<file path="src/hdl/rtcsm_pkg.sv">
// Shared constants for the seconds and minutes counters and their APB slave.
package rtcsm_pkg;

   // Register byte offsets on the APB bus.
   localparam logic [11:0] SEC_OFFSET  = 12'h000;
   localparam logic [11:0] MIN_OFFSET  = 12'h004;
   localparam logic [11:0] CTRL_OFFSET = 12'h008;

   // Field positions inside the time registers.
   localparam int unsigned UNITS_LSB = 0;
   localparam int unsigned UNITS_MSB = 3;
   localparam int unsigned TENS_LSB  = 4;
   localparam int unsigned TENS_MSB  = 6;
   localparam int unsigned BUSY_BIT  = 7;

   // Field positions inside the control register.
   localparam int unsigned CTRL_RUN_BIT     = 0;
   localparam int unsigned CTRL_FREERUN_BIT = 1;

   // Digit limits of a sixty-step BCD counter.
   localparam logic [3:0] UNITS_MAX = 4'h9;
   localparam logic [2:0] TENS_MAX  = 3'h5;

   // Values after reset.
   localparam logic [6:0] TIME_RESET    = 7'h00;
   localparam logic [7:0] FREERUN_RESET = 8'h00;
   localparam logic       RUN_RESET     = 1'b1;
   localparam logic       FREERUN_MODE_RESET = 1'b0;

   // Timing: one second and the half period of the divided clock, in ns.
   localparam int unsigned PCLK_PERIOD_NS  = 25;
   localparam int unsigned SECOND_NS       = 1_000_000_000;
   localparam int unsigned CLKOUT_HALF_NS  = 500_000_000;
   localparam int unsigned SEC_CYCLES_DEF  = SECOND_NS / PCLK_PERIOD_NS;
   localparam int unsigned CLKOUT_HALF_DEF = CLKOUT_HALF_NS / PCLK_PERIOD_NS;

   // Load value of the lead counter; the busy flag stands this many cycles plus two before the counters step.
   localparam logic [2:0] BUSY_LEAD_CYCLES = 3'h4;

endpackage : rtcsm_pkg

</file>
<file path="src/hdl/rtcsm_cnt_if.sv">
`timescale 1ns/100ps
// Load, step and result of one sixty-step BCD counter.
interface rtcsm_cnt_if;
   logic       load;
   logic [6:0] load_value;
   logic       inc;
   logic [6:0] value;
   logic       carry;

   modport counter (input load, input load_value, input inc, output value, output carry);
   modport user    (output load, output load_value, output inc, input value, input carry);
endinterface : rtcsm_cnt_if

</file>
<file path="src/hdl/rtcsm_divider.sv">
`timescale 1ns/100ps
// Free counter that pulses tick once every COUNT cycles while enabled.
module rtcsm_divider #(
   parameter int unsigned COUNT = 8
) (
   // Clock and reset.
   input  wire logic pclk,
   input  wire logic presetn,
   // Control and result.
   input  wire logic enable,
   output logic      tick
);

   logic [31:0] cnt_reg;
   logic [31:0] cnt_next;

   // A stopped divider restarts from zero so the first period is always whole.
   always_comb begin
      tick     = 1'b0;
      cnt_next = cnt_reg;
      if (!enable) begin
         cnt_next = 32'h0000_0000;
      end else if (cnt_reg == 32'(COUNT - 1)) begin
         cnt_next = 32'h0000_0000;
         tick     = 1'b1;
      end else begin
         cnt_next = cnt_reg + 32'h0000_0001;
      end
   end

   // Count register.
   always_ff @(posedge pclk or negedge presetn) begin
      if (!presetn) begin
         cnt_reg <= 32'h0000_0000;
      end else begin
         cnt_reg <= cnt_next;
      end
   end

endmodule // rtcsm_divider

</file>
<file path="src/hdl/rtcsm_bcd60.sv">
`timescale 1ns/100ps
// Two-digit BCD counter that runs 00 to 59 and carries on the wrap.
module rtcsm_bcd60 (
   // Clock and reset.
   input  wire logic  pclk,
   input  wire logic  presetn,
   // Counter port.
   rtcsm_cnt_if.counter cnt
);

   logic [6:0] value_reg;
   logic [6:0] value_next;
   logic       carry_c;
   logic [3:0] units;
   logic [2:0] tens;

   assign units     = value_reg[rtcsm_pkg::UNITS_MSB:rtcsm_pkg::UNITS_LSB];
   assign tens      = value_reg[rtcsm_pkg::TENS_MSB:rtcsm_pkg::TENS_LSB];
   assign cnt.value = value_reg;
   assign cnt.carry = carry_c;

   // A load wins over a step, so a preset is never moved by a tick in the same cycle.
   always_comb begin
      value_next = value_reg;
      carry_c    = 1'b0;
      if (cnt.load) begin
         value_next = cnt.load_value;
      end else if (cnt.inc) begin
         if (units >= rtcsm_pkg::UNITS_MAX) begin
            value_next[rtcsm_pkg::UNITS_MSB:rtcsm_pkg::UNITS_LSB] = 4'h0;
            if (tens >= rtcsm_pkg::TENS_MAX) begin
               value_next[rtcsm_pkg::TENS_MSB:rtcsm_pkg::TENS_LSB] = 3'h0;
               carry_c = 1'b1;
            end else begin
               value_next[rtcsm_pkg::TENS_MSB:rtcsm_pkg::TENS_LSB] = tens + 3'h1;
            end
         end else begin
            value_next[rtcsm_pkg::UNITS_MSB:rtcsm_pkg::UNITS_LSB] = units + 4'h1;
         end
      end
   end

   // Digit register.
   always_ff @(posedge pclk or negedge presetn) begin
      if (!presetn) begin
         value_reg <= rtcsm_pkg::TIME_RESET;
      end else begin
         value_reg <= value_next;
      end
   end

endmodule // rtcsm_bcd60

</file>
<file path="src/hdl/rtcsm_top.sv">
`timescale 1ns/100ps
// Overview of operation
// RULE_01: A clock divided from the one-second time base is driven on the divided_clock_out pin; the code drives it from a separate pclk divider, u_clk_div.
// RULE_02: The seconds register holds elapsed seconds as two BCD digits from 00 to 59.
// RULE_03: In free-running mode the seconds register reads back as a plain 8-bit counter.
// RULE_04: The seconds tens digit in bits 6 to 4 counts 0 to 5.
// RULE_05: The seconds units digit in bits 3 to 0 counts 0 to 9 each second and bumps the tens digit on wrap.
// RULE_06: Bit 7 of each time register is a read-only busy flag, high while the time values are updated; in free-running mode seconds bit 7 is a count bit.
// RULE_07: Software trusts the time values only when it reads them with the busy flag at zero.
// RULE_08: The minutes register holds 00 to 59 in BCD and steps on the once-per-minute seconds carry.
// RULE_09: The minutes tens digit in bits 6 to 4 counts 0 to 5.
// RULE_10: The minutes units digit in bits 3 to 0 counts 0 to 9 and bumps the tens digit on wrap.
// RULE_11: The minutes wrap yields a carry that advances the hours counter outside this block.
// RULE_12: Seconds wrap from 59 to 00 with one minute carry, and minutes wrap likewise with one hour carry.
// RULE_13: Software may write the digit fields to preset seconds and minutes at any time; the code drops seconds writes in free-running mode.
module rtcsm_top #(
   parameter int unsigned SEC_CYCLES         = rtcsm_pkg::SEC_CYCLES_DEF,
   parameter int unsigned CLKOUT_HALF_CYCLES = rtcsm_pkg::CLKOUT_HALF_DEF
) (
   // Clock and reset.
   input  wire logic        pclk,
   input  wire logic        presetn,
   // APB slave.
   input  wire logic        psel,
   input  wire logic        penable,
   input  wire logic        pwrite,
   input  wire logic [11:0] paddr,
   input  wire logic [31:0] pwdata,
   output logic      [31:0] prdata,
   output logic             pready,
   output logic             pslverr,
   // Pins and links to the neighbouring counters.
   output logic             divided_clock_out,
   output logic             hour_carry,
   output logic             update_in_progress
);

   typedef enum logic [1:0] {ST_IDLE, ST_BUSY, ST_APPLY} rtcsm_state_t;

   rtcsm_cnt_if sec_if ();
   rtcsm_cnt_if min_if ();

   // Register map, one aligned word each, data in the low byte and upper bits reading zero:
   //   seconds word: bit 7 busy, bits 6 to 4 tens digit, bits 3 to 0 units digit; in free-running
   //   mode all eight bits are the binary free count instead and writes to the word are dropped.
   //   minutes word: bit 7 busy, bits 6 to 4 tens digit, bits 3 to 0 units digit.
   //   control word: bit 0 enables the time base, bit 1 selects free-running mode.
   // Any other address answers with pslverr, drops a write and reads back zero.
   // Digits are stored as written without a range check; a units digit of nine or more or a
   // tens digit of five or more is taken as the wrap point on the next step, so a bad preset
   // heals itself within one wrap instead of counting through undefined codes.

   // Update sequencer state.
   rtcsm_state_t state_reg;
   rtcsm_state_t state_next;
   logic [2:0]   lead_reg;
   logic [2:0]   lead_next;
   logic         busy_reg;
   logic         busy_next;
   logic         apply;

   // Control and free-running state.
   logic         run_reg;
   logic         run_next;
   logic         freerun_mode_reg;
   logic         freerun_mode_next;
   logic [7:0]   freerun_reg;
   logic [7:0]   freerun_next;

   // Output-side state.
   logic         clkout_reg;
   logic         clkout_next;
   logic         hour_carry_reg;
   logic         hour_carry_next;

   // APB state.
   logic [31:0]  prdata_reg;
   logic [31:0]  prdata_next;
   logic         pready_reg;
   logic         pready_next;
   logic         pslverr_reg;
   logic         pslverr_next;

   // Decode helpers.
   logic         sec_tick;
   logic         clk_tick;
   logic         access;
   logic         first_access;
   logic         write_done;
   logic         hit_sec;
   logic         hit_min;
   logic         hit_ctrl;
   logic [31:0]  read_value;

   // One-second time base.
   rtcsm_divider #(.COUNT(SEC_CYCLES)) u_sec_div (
      .pclk    (pclk),
      .presetn (presetn),
      .enable  (run_reg),
      .tick    (sec_tick)
   );

   // Time base for the divided clock pin.
   rtcsm_divider #(.COUNT(CLKOUT_HALF_CYCLES)) u_clk_div (
      .pclk    (pclk),
      .presetn (presetn),
      .enable  (run_reg),
      .tick    (clk_tick)
   );

   // Seconds digits.
   rtcsm_bcd60 u_sec (
      .pclk    (pclk),
      .presetn (presetn),
      .cnt     (sec_if.counter)
   );

   // Minutes digits.
   rtcsm_bcd60 u_min (
      .pclk    (pclk),
      .presetn (presetn),
      .cnt     (min_if.counter)
   );

   // Address decode; only whole aligned words at the three offsets are mapped.
   assign access       = psel & penable;
   assign first_access = access & ~pready_reg;
   assign write_done   = access & pready_reg & pwrite;
   assign hit_sec      = (paddr == rtcsm_pkg::SEC_OFFSET);
   assign hit_min      = (paddr == rtcsm_pkg::MIN_OFFSET);
   assign hit_ctrl     = (paddr == rtcsm_pkg::CTRL_OFFSET);

   // The minutes counter sees the seconds carry combinationally, so both digit pairs move in
   // the same edge and a reader never finds the seconds wrapped while the minutes lag behind.
   // In free-running mode the BCD seconds and minutes hold still; only the binary count moves.
   // Counter steps and software presets. A preset lands at the edge that completes the write.
   assign sec_if.inc        = apply & ~freerun_mode_reg;                                 // RULE_05
   assign min_if.inc        = sec_if.carry;                                              // RULE_08
   assign sec_if.load       = write_done & hit_sec & ~freerun_mode_reg;                  // RULE_13
   assign min_if.load       = write_done & hit_min;                                      // RULE_13
   assign sec_if.load_value = pwdata[6:0];
   assign min_if.load_value = pwdata[6:0];

   // Busy flag leads the step by a few cycles, so a reader that sees it low
   // knows the digits will not move before its read completes.
   // Timeline of one update, counted from the edge after the one-second tick:
   //   edge 0     busy rises and the lead counter is loaded.
   //   edges 1-4  the lead counter runs down while the digits hold still.
   //   edge 5     the sequencer enters the apply state with busy still high.
   //   edge 6     the digits (or the free count) step and busy falls in the same edge.
   // Busy therefore stands for six cycles. Busy and the digits enter the read data at the same
   // edge, so a reply that shows busy low always carries a whole, settled time.
   // The sequencer keeps running when the time base is stopped, so an update in flight completes.
   always_comb begin
      state_next = state_reg;
      lead_next  = lead_reg;
      apply      = 1'b0;
      case (state_reg)
         ST_IDLE: begin
            if (sec_tick) begin
               state_next = ST_BUSY;
               lead_next  = rtcsm_pkg::BUSY_LEAD_CYCLES;
            end
         end
         ST_BUSY: begin
            if (lead_reg == 3'h0) begin
               state_next = ST_APPLY;
            end else begin
               lead_next = lead_reg - 3'h1;
            end
         end
         ST_APPLY: begin
            apply      = 1'b1;
            state_next = ST_IDLE;
         end
         default: begin
            state_next = ST_IDLE;
         end
      endcase
      busy_next = (state_next != ST_IDLE);                                               // RULE_06
   end

   // Sequencer registers.
   always_ff @(posedge pclk or negedge presetn) begin
      if (!presetn) begin
         state_reg <= ST_IDLE;
         lead_reg  <= 3'h0;
         busy_reg  <= 1'b0;
      end else begin
         state_reg <= state_next;
         lead_reg  <= lead_next;
         busy_reg  <= busy_next;
      end
   end

   // Stopping the time base clears both dividers, so a restart gives a full first second and
   // a full first half period on the pin; the cost is that a stop and restart loses the part
   // of the second that had already elapsed.
   // Control bits and the free-running count. A write to the count is ignored
   // because it is read-only in that mode.
   always_comb begin
      run_next          = run_reg;
      freerun_mode_next = freerun_mode_reg;
      freerun_next      = freerun_reg;
      if (apply && freerun_mode_reg) begin
         freerun_next = freerun_reg + 8'h01;                                             // RULE_03
      end
      if (write_done && hit_ctrl) begin
         run_next          = pwdata[rtcsm_pkg::CTRL_RUN_BIT];
         freerun_mode_next = pwdata[rtcsm_pkg::CTRL_FREERUN_BIT];
      end
   end

   // Control registers.
   always_ff @(posedge pclk or negedge presetn) begin
      if (!presetn) begin
         run_reg          <= rtcsm_pkg::RUN_RESET;
         freerun_mode_reg <= rtcsm_pkg::FREERUN_MODE_RESET;
         freerun_reg      <= rtcsm_pkg::FREERUN_RESET;
      end else begin
         run_reg          <= run_next;
         freerun_mode_reg <= freerun_mode_next;
         freerun_reg      <= freerun_next;
      end
   end

   // Pin toggle and the outgoing hour carry, a one-cycle pulse per minutes wrap.
   // The carry is registered, so it rises at the same edge that the minutes digits wrap to 00; the hours counter
   // outside must take it as a one-cycle pulse and not as a level.
   always_comb begin
      clkout_next     = clk_tick ? ~clkout_reg : clkout_reg;                             // RULE_01
      hour_carry_next = min_if.carry;                                                    // RULE_11 RULE_12
   end

   // Pin and carry registers.
   always_ff @(posedge pclk or negedge presetn) begin
      if (!presetn) begin
         clkout_reg     <= 1'b0;
         hour_carry_reg <= 1'b0;
      end else begin
         clkout_reg     <= clkout_next;
         hour_carry_reg <= hour_carry_next;
      end
   end

   // Read multiplexer; the busy flag rides in bit 7 of both time registers.
   // The free count replaces the whole seconds word, busy flag included, because all eight
   // bits are needed for the count; software in that mode can still see busy in the minutes word.
   always_comb begin
      read_value = 32'h0000_0000;
      if (hit_sec) begin
         if (freerun_mode_reg) begin
            read_value[7:0] = freerun_reg;                                               // RULE_03
         end else begin
            read_value[rtcsm_pkg::BUSY_BIT] = busy_reg;                                  // RULE_06
            read_value[6:0] = sec_if.value;                                              // RULE_02 RULE_04
         end
      end else if (hit_min) begin
         read_value[rtcsm_pkg::BUSY_BIT] = busy_reg;                                     // RULE_06
         read_value[6:0] = min_if.value;                                                 // RULE_09 RULE_10
      end else if (hit_ctrl) begin
         read_value[rtcsm_pkg::CTRL_RUN_BIT]     = run_reg;
         read_value[rtcsm_pkg::CTRL_FREERUN_BIT] = freerun_mode_reg;
      end
   end

   // Transfer timing seen from the bus:
   //   setup cycle     psel high, penable low; nothing is decoded yet.
   //   first access    psel and penable high, pready low; read data and pslverr are latched.
   //   second access   pready high for one cycle; a write lands at the edge that ends it.
   // A master that keeps psel and penable up after pready gets a fresh answer two cycles later,
   // because first_access rearms once pready has dropped.
   // Every access takes one wait state so that pready and prdata come from flops.
   always_comb begin
      pready_next  = first_access;
      pslverr_next = first_access & ~(hit_sec | hit_min | hit_ctrl);
      prdata_next  = prdata_reg;
      if (first_access && !pwrite) begin
         prdata_next = read_value;
      end
   end

   // APB answer registers.
   always_ff @(posedge pclk or negedge presetn) begin
      if (!presetn) begin
         pready_reg  <= 1'b0;
         pslverr_reg <= 1'b0;
         prdata_reg  <= 32'h0000_0000;
      end else begin
         pready_reg  <= pready_next;
         pslverr_reg <= pslverr_next;
         prdata_reg  <= prdata_next;
      end
   end

   // Outputs straight from flops.
   assign prdata             = prdata_reg;
   assign pready             = pready_reg;
   assign pslverr            = pslverr_reg;
   assign divided_clock_out  = clkout_reg;
   assign hour_carry         = hour_carry_reg;
   assign update_in_progress = busy_reg;

endmodule // rtcsm_top

</file>
<file path="config.mk">
export PLATFORM = sky130hd
export DESIGN_NAME = rtcsm_top
export DESIGN_NICKNAME = d
export VERILOG_FILES = /design/src/hdl/rtcsm_pkg.sv /design/src/hdl/rtcsm_cnt_if.sv /design/src/hdl/rtcsm_divider.sv /design/src/hdl/rtcsm_bcd60.sv /design/src/hdl/rtcsm_top.sv
export SDC_FILE = /design/constraint.sdc
export NUM_CORES = 1
export LEC_CHECK = 0
export BUFFER_PORTS_ARGS = -buffer_cell sky130_fd_sc_hd__buf_4
export CAP_MARGIN = 20
export CORE_MARGIN = 4
export CORE_UTILIZATION = 57
export CTS_CLUSTER_SIZE = 28
export DETAILED_ROUTE_END_ITERATION = 16
export MAX_ROUTING_LAYER = met4
export PLACE_DENSITY_LB_ADDON = 0.08
export SYNTH_ARGS = -nofsm -noshare
export SYNTH_HDL_FRONTEND = slang
export SYNTH_SLANG_ARGS = --single-unit
</file>
<file path="constraint.sdc">
create_clock -name pclk -period 2.8 [get_ports pclk]
set_clock_uncertainty 0.2 [all_clocks]
set_input_delay 0.14 -clock pclk [delete_from_list [all_inputs] [get_ports pclk]]
set_output_delay 0.14 -clock pclk [all_outputs]
set_load 0.01 [all_outputs]
</file>
Yosys cells after proc, flatten, opt, wreduce, memory -nomap -nowiden
Index checks and enable logic that the tools add are counted.
- add/subtract/negate cells: 8
- magnitude comparators: 4
- equal/unequal tests: 8
- muxes and demuxes: 38
- bitwise operators: 15
- reductions and logical operators: 16
- operators by type and width (operator ; number):
    32-bit 2-to-1 mux ; 4
    32-bit by 1-bit adder with 32-bit output (second input constant) ; 2
    32-bit by 25-bit equality test with 1-bit output (second input constant) ; 1
    32-bit by 26-bit equality test with 1-bit output (second input constant) ; 1
    7-bit 2-to-1 mux ; 4
    3-bit 2-to-1 mux ; 6
    8-bit 2-to-1 mux ; 2
    1-bit 2-to-1 mux ; 13
    12-bit by 3-bit equality test with 1-bit output (second input constant) ; 1
    12-bit by 4-bit equality test with 1-bit output (second input constant) ; 1
    12-bit zero test ; 1
    2-bit nonzero test ; 6
    1-bit AND ; 9
    4-bit by 1-bit adder with 4-bit output (second input constant) ; 2
    8-bit by 1-bit adder with 8-bit output (second input constant) ; 1
    4-bit greater-or-equal comparator (second input constant) ; 2
    2-bit 2-to-1 mux ; 4
    4-bit 2-to-1 mux ; 2
    3-bit by 1-bit adder with 3-bit output (second input constant) ; 2
    3-bit greater-or-equal comparator (second input constant) ; 2
    6-bit 2-to-1 mux ; 1
    3-bit case mux with 2 select lines ; 1
    2-bit != test (second input constant) ; 2
    1-bit NOT ; 4
    11 further kinds ; 15
- bits in registers: 106
- input bits: 49
- word-level logic and storage cells: 106

Longest topological paths before layout
Gate-level depths: netlist of the first run.
- depth in word-level cells: 8
- gate-level depth with buffers: 8
- gate-level depth less buffers: 7

By module
A second synthesis of the first run with hierarchy kept.
- cell total of the unflattened synthesis: 640
- area, all modules: 6145.9 um^2
- modules (own cells, without submodules) (module ; times used ; cells an instance ; area an instance (um^2)):
    rtcsm_divider at u_clk_div ; 1 ; 199 ; 1881.8
    rtcsm_divider at u_sec_div ; 1 ; 180 ; 1645.3
    rtcsm_top ; 1 ; 151 ; 1595.3
    rtcsm_bcd60 ; 2 ; 55 ; 511.7

Worst setup path before layout of the first run
Ideal clock, no wire load.
- path kind: flip-flop to flip-flop
- from: register u_sec_div.cnt_reg[24]
- to: register u_sec_div.cnt_reg[23]
- arrival: 2.164 ns
- required time: 2.481 ns
- setup slack: 0.317 ns
- cell stages (with the launch flop): 8
- buffers on the path: 2
- clock period less this slack: 2.483 ns
- cell sequence: dfrtp_1 -> or4b_1 -> or4_4 -> nor4b_4 -> or2b_1 -> buf_6 -> buf_6 -> nor2_1
- cells in the longest elaborated chain, start to end: 3
- RTL lines (element ; line ; source):
    start, declared ; rtcsm_divider.sv:14 ; logic [31:0] cnt_reg;
    start signal, assigned ; rtcsm_divider.sv:36 ; cnt_reg <= cnt_next;
    32-bit by 26-bit equality test with 1-bit output ; rtcsm_divider.sv:23 ; end else if (cnt_reg == 32'(COUNT - 1)) begin
    32-bit 2-to-1 mux ; rtcsm_divider.sv:23 ;
    32-bit 2-to-1 mux ; rtcsm_divider.sv:21 ; if (!enable) begin
    net u_sec_div.cnt_next[23] ; rtcsm_divider.sv:15 ; logic [31:0] cnt_next;
The timed path passes the listed nets, and every way through them passes these cells.
A chain may end at the register's enable or synchronous reset.

Worst setup path in the final report of the first run
- from: register u_sec.value_reg[0] (netlist: u_sec.cnt.value[0])
- to: register u_min.value_reg[2] (netlist: u_min.cnt.value[2])
- cells in the longest elaborated chain, start to end: 5
- RTL lines (element ; line ; source):
    start, declared ; rtcsm_bcd60.sv:11 ; logic [6:0] value_reg;
    start signal, assigned ; rtcsm_bcd60.sv:46 ; value_reg <= rtcsm_pkg::TIME_RESET;
    start signal, assigned ; rtcsm_bcd60.sv:48 ; value_reg <= value_next;
    4-bit greater-or-equal comparator ; rtcsm_bcd60.sv:29 ; if (units >= rtcsm_pkg::UNITS_MAX) begin
    1-bit 2-to-1 mux ; rtcsm_bcd60.sv:29 ;
    1-bit 2-to-1 mux ; rtcsm_bcd60.sv:28 ; end else if (cnt.inc) begin
    1-bit 2-to-1 mux ; rtcsm_bcd60.sv:26 ; if (cnt.load) begin
    2-bit nonzero test (no line) ; - ;
    end signal, assigned ; rtcsm_bcd60.sv:46 ;
    end signal, assigned ; rtcsm_bcd60.sv:48 ;
    end, declared ; rtcsm_bcd60.sv:11 ;
Every way passes these cells.

==> results of run 1 <==
[routing by layer]
layer  share of wire (%)  routed length [µm]  track usage [%]  vias up
li1                    -                   -                -     2184
met1                  46                5550             30.2     2159
met2                  49                5970             37.4       82
met3                 3.3                 401             3.70       15
met4                 1.5                 184             5.95        0
met5                   0                   0                -        -
[repair_timing]
| item | CTS | global route |
|---|---|---|
| hold endpoints to repair | 69 | 0 |
| buffers inserted | 0 | 0 |
| hold buffers | 16 | 0 |
[kinds of logic (layout without fill, tap and decap cells)]
family          count (synthesis)  in the layout
buf+inv                        62            102
fa+ha+maj                      15             15
simple gates                  282            282
mux                            11             11
other cells                     1             24
xor+xnor                       62             62
compound gates                 66             66
flops                         106            106
[worst max-delay path, delay by kind of cell, from the launching register on]
family	cells	cell delay, ns
compound gates	2	0.32
fa+ha+maj	1	0.20
buf+inv	2	0.28
flops	1	0.45
simple gates	3	1.11
[where the power goes]
| part | internal [µW] | leakage (µW) | total, µW | switching [µW] |
|---|---|---|---|---|
| Clock | 425 | 0.0000950 | 973 | 548 |
| Sequential | 1530 | 0.00145 | 1530 | 1.19 |
| Combinational | 44.0 | 0.00124 | 115 | 71.5 |
[layout make-up]
class	count	share of cell area [%]
Clock inverter	6	1.14
Clock buffer	10	1.97
Sequential cell	106	41.0
Multi-Input combinational cell	460	43.5
Inverter	17	0.986
Timing Repair Buffer	69	8.82
Tap cell	133	2.57
[worst paths after layout]
check / start / endpoint / slack, ns / depth (start not counted)
setup / recovery: u_sec.cnt.value[0] / u_min.cnt.value[2] / 0.16 / 8
hold / removal: paddr[10] / prdata[7] / 0.07 / 5
setup reg to reg: u_sec.cnt.value[0] / u_min.cnt.value[2] / 0.16 / 8
hold reg to reg: u_clk_div.cnt_reg[0] / u_clk_div.cnt_reg[0] / 0.26 / 1
max in group asynchronous: presetn / u_clk_div.cnt_reg[6] / 1.59 / 3
min in group asynchronous: presetn / u_sec_div.cnt_reg[11] / 0.09 / 2
[per-stage QoR]
step	std cells	setup slack (ns)	cell area, µm²	hold slack [ns]
floorplan	628	0.317	5810	-0.356
global placement	769	0.261	6110	-0.0297
detailed placement	769	0.234	6110	-0.0266
CTS	801	0.182	6470	0.0466
global route	801	0.00230	6470	0.0678
finish	801	0.164	6470	0.0671
[cells in the final DEF, fill, tap and decap left out, drive strengths merged, types with 3 or more instances in the layout]
cell type	netlist	final
dfrtp	105	105
nor2	91	91
buf	29	53
nand3	39	39
nand2	38	38
xor2	35	35
xnor2	27	27
conb	1	24
nand4	19	19
a21oi	19	19
inv	17	19
and3	17	17
dlygate4sd3	0	16
nor4	16	16
ha	15	15
o21ai	13	13
nor3	13	13
o31ai	12	12
or3	11	11
clkbuf	16	10
mux2i	8	8
a31oi	8	8
or4	8	8
and2	5	5
nor3b	4	4
nor4b	4	4
and4	3	3
nand2b	3	3
o21a	3	3
mux2	3	3
or4b	3	3
==> run metrics, run 1 <==
post-CTS sizing=0; Layout area overhead=13.1%; RSZ-0062 raised after global routing=no; startpoint types=register; post-layout util=66.2%; WL per Instance=15.1 µm; Post-synth top cells=dfrtp_1, nor2_1, nand3_1; fillcell total=800; grt ovf=0; async set-or-reset flop fraction in the synthesized netlist=100%; Arr. time, crit path=2.73 ns; Core Box Area=9770 µm²; critical path type=reg -> reg; Remaining DRCs=0; antenna fix cells=0; status=completed; post-synthesis xor/xnor area fraction=9.49%; post-synthesis compound-gate area fraction=7.24%; Synth cell types=54; Starting Density=58.5%; Adder-Cell Fraction of Synth Area=3.28%; Post-synth EDFFs=0; post-route ant nets=0; clk buf depth=2; Seq/Total Area, Yosys=46.4%; Via-to-Cell Ratio=5.54; CTS buffer count=9; Worst-Skew Late Latency=0.38 ns; leak pwr=0.00279 µW; Final Cycle Share=94.1%; Max Clock Freq=379 MHz; largest family of logic cells by synthesized area=simple AND/OR/NAND/NOR gates; Root Driver=clkbuf_8; first-pass GRT wire length=20,900 µm; WL final=12,100 µm; final slew viol count=0; Max IR drop VDD=0.000284 V; Most used DFF post-synth=dfrtp_1; register area=2650 µm²; mux contribution to synthesized area=1.99%; Mapped Cells=605; share of layout cells above drive strength 1=12.1%; DR iter-0 viols=243; Final Critical Period=2.64 ns; maxcap violations=0; die area=11,700 µm²; # rows=36; Fin Setup TNS=0 ns; Post-DP HPWL=8550 µm; Slew HR=43.5%; port bufs=36; Seq cells post-synth=106; vias in the first global route=4,443; htree depth=3; Hold Crit Class=in -> reg; Worst EP required=2.90 ns; Tot GR Track Use=22.9%; Final #Nets=727; placer congestion estimate=0.857; worst path cell trace=inv_1 -> ha_1 -> nor3b_1 -> nor4_2 -> o41ai_1 -> buf_4 -> or4b_2 -> a31oi_1; chip height=108 µm; CTS tree=yes; io pins=86; setup violators final=0; Worst Path Max Fanout=13; final number of hold-violating endpoints=0; area fraction of the dominant cell type after synthesis=45.9%; DR pass1 iterations=4; multi-input logic area=2820 µm²; routed vias=4,440; Die Span X=108 µm; Ys Warns=0; largest net degree at the start of global routing=46; Syn Std Cell Area=5720 µm²; TritonCTS Sinks=106; clk slew on worst S/H paths=0.11 ns; crit-path max cell delay=0.60 ns; initial antenna violation count=0; Yosys top cell by area=dfrtp_1; power consumption=2620 µW; PD cells=405 nW/µm²; crit end category=register; dominant cells by area after synthesis=dfrtp_1, nor2_1, xor2_1, xnor2_1, nand3_1; simple logic cell fraction of the synthesized area=25.6%; Mean Syn Cell Area=9.46 µm²; most frequent cell after synthesis=dfrtp_1; Slew @ Worst Pin=0.840 ns; slowest library cell on the worst path=or4b_2
Power figures use the tool's default switching activity.
==> run 2: changes to the inputs <==
MAX_ROUTING_LAYER = not set   (was met4)
==> run 2 against run 1 <==
Effect of this change:
- clock power is 0.5% higher
- maximum frequency is 0.60% higher
- clock-buffer cell count stayed put
- global-route usage is 0.70 points lower
==> run metrics, run 2 (synthesized netlist as in run 1, its figures left out) <==
Reg-to-Reg Start=u_sec.cnt.value[0]; Die Span X=108 µm; RSZ-0062 raised after global routing=no; Setup Slack @ Placement=0.234 ns; Final Cycle Share=93.6%; final number of hold-violating endpoints=0; routed vias=4,433; final instance count without filler cells=801; Worst EP required=2.90 ns; worst setup margin=0.180 ns; WL final=12,100 µm; Arr. time, crit path=2.72 ns; final slew viol count=0; Max Clock Freq=382 MHz; htree depth=3; antenna fix cells=0; clk buf depth=2; launch point of the worst path=u_sec.cnt.value[0]; first-pass GRT wire length=20,800 µm; CTS buffer count=9; largest net degree at the start of global routing=46; # rows=36; Final Critical Period=2.62 ns; status=completed; DR pass1 iterations=6; startpoint types=register; Max IR drop VDD=0.000283 V; Fin Setup TNS=0 ns; die area=11,700 µm²; Reg2Reg Depth=8; Slew HR=45.9%; Tot GR Track Use=22.2%; wire length on met3=445 µm; placer congestion estimate=0.844; share of layout cells above drive strength 1=12.1%; post-CTS sizing=0; crit end category=register; Core Box Area=9770 µm²; initial antenna violation count=0; vias in the first global route=4,450; Slew @ Worst Pin=0.805 ns; Post-DP HPWL=8550 µm; post-route ant nets=0; Via-to-Cell Ratio=5.53; commonest cells after routing, fill and taps aside=dfrtp_1, nor2_1, buf_4; commonest non-fill, non-tap cell in the layout=dfrtp_1; Starting Density=58.5%; DR iter-0 viols=176; grt ovf=0; critical path type=reg -> reg; RR Endpoint=u_min.cnt.value[2]; Hold Crit Class=in -> reg; chip height=108 µm; leak pwr=0.00279 µW; CTS tree=yes; slack of the worst reg-to-reg path=0.18 ns; io pins=86; PD cells=406 nW/µm²; TritonCTS Sinks=106; critical path capture point=u_min.cnt.value[2]; Layout area overhead=13.1%; Post-Place Cells=769; Final #Nets=727; setup violators final=0; M1 WL=5560 µm; maxcap violations=0; Worst-Skew Late Latency=0.38 ns; routed length on met2=5940 µm; Remaining DRCs=0; port bufs=36; WL per Instance=15.1 µm; Worst Path Max Fanout=13; max layer used=met4; Root Driver=clkbuf_8; clk slew on worst S/H paths=0.11 ns
## run 2: cell counts in the layout (fill, tap and decap cells not counted)
Identical to the previous run, type by type.
## run 2: layout make-up
cell class	instances	area, µm²
Fill cell	800	3300
Tap cell	133	166
Clock buffer	10	128
Inverter	17	63.8
Multi-Input combinational cell	460	2820
Timing Repair Buffer	69	571
Clock inverter	6	73.8
Sequential cell	106	2650
## run 2: repair_timing
item / in CTS / in global routing
endpoints found under the hold margin: 69 / 0
hold buffers: 16 / 0
setup buffers: 0 / 0
## run 2: worst min path at each step
stage | depth (start not counted) | startpoint | slack, ns | endpoint
6_report | 5 | paddr[10] | 0.06 | prdata[7]
5_1_grt | 5 | paddr[10] | 0.07 | prdata[0]
4_1_cts | 5 | paddr[10] | 0.05 | prdata[0]
3_5_place_dp | 1 | presetn | -0.03 | u_sec_div.cnt_reg[11]
3_3_place_gp | 1 | presetn | -0.03 | u_sec_div.cnt_reg[18]
2_1_floorplan | 0 | presetn | -0.36 | divided_clock_out
## run 2: per-stage QoR
stage	area, µm²	power, µW	hold slack, ns	util (%)
detailed placement	6110	1660	-0.0266	62.5
floorplan	5810	1620	-0.356	-
CTS	6470	2650	0.0466	66.2
finish	6470	2630	0.0630	66.2
global placement	6110	1660	-0.0297	62.5
global route	6470	2720	0.0652	66.2
## run 2: power breakdown
part	switching (µW)	leakage [µW]	internal, µW
sequential	1.22	0.00145	1530
combinational	71.2	0.00124	44.0
clock	553	0.0000950	425
## run 2: critical path, stage by stage (launching register included)
cell and delay [ns]:
dfrtp_1 0.45, inv_1 0.09, ha_1 0.20, nor3b_1 0.16, nor4_2 0.34, o41ai_1 0.13
buf_4 0.19, or4b_2 0.60, a31oi_1 0.19
## run 2: per-layer routing
metal	global-route usage, %	vias up
li1	-	2182
met5	0	-
met2	37.3	83
met3	4.00	13
met1	29.9	2155
met4	5.95	0
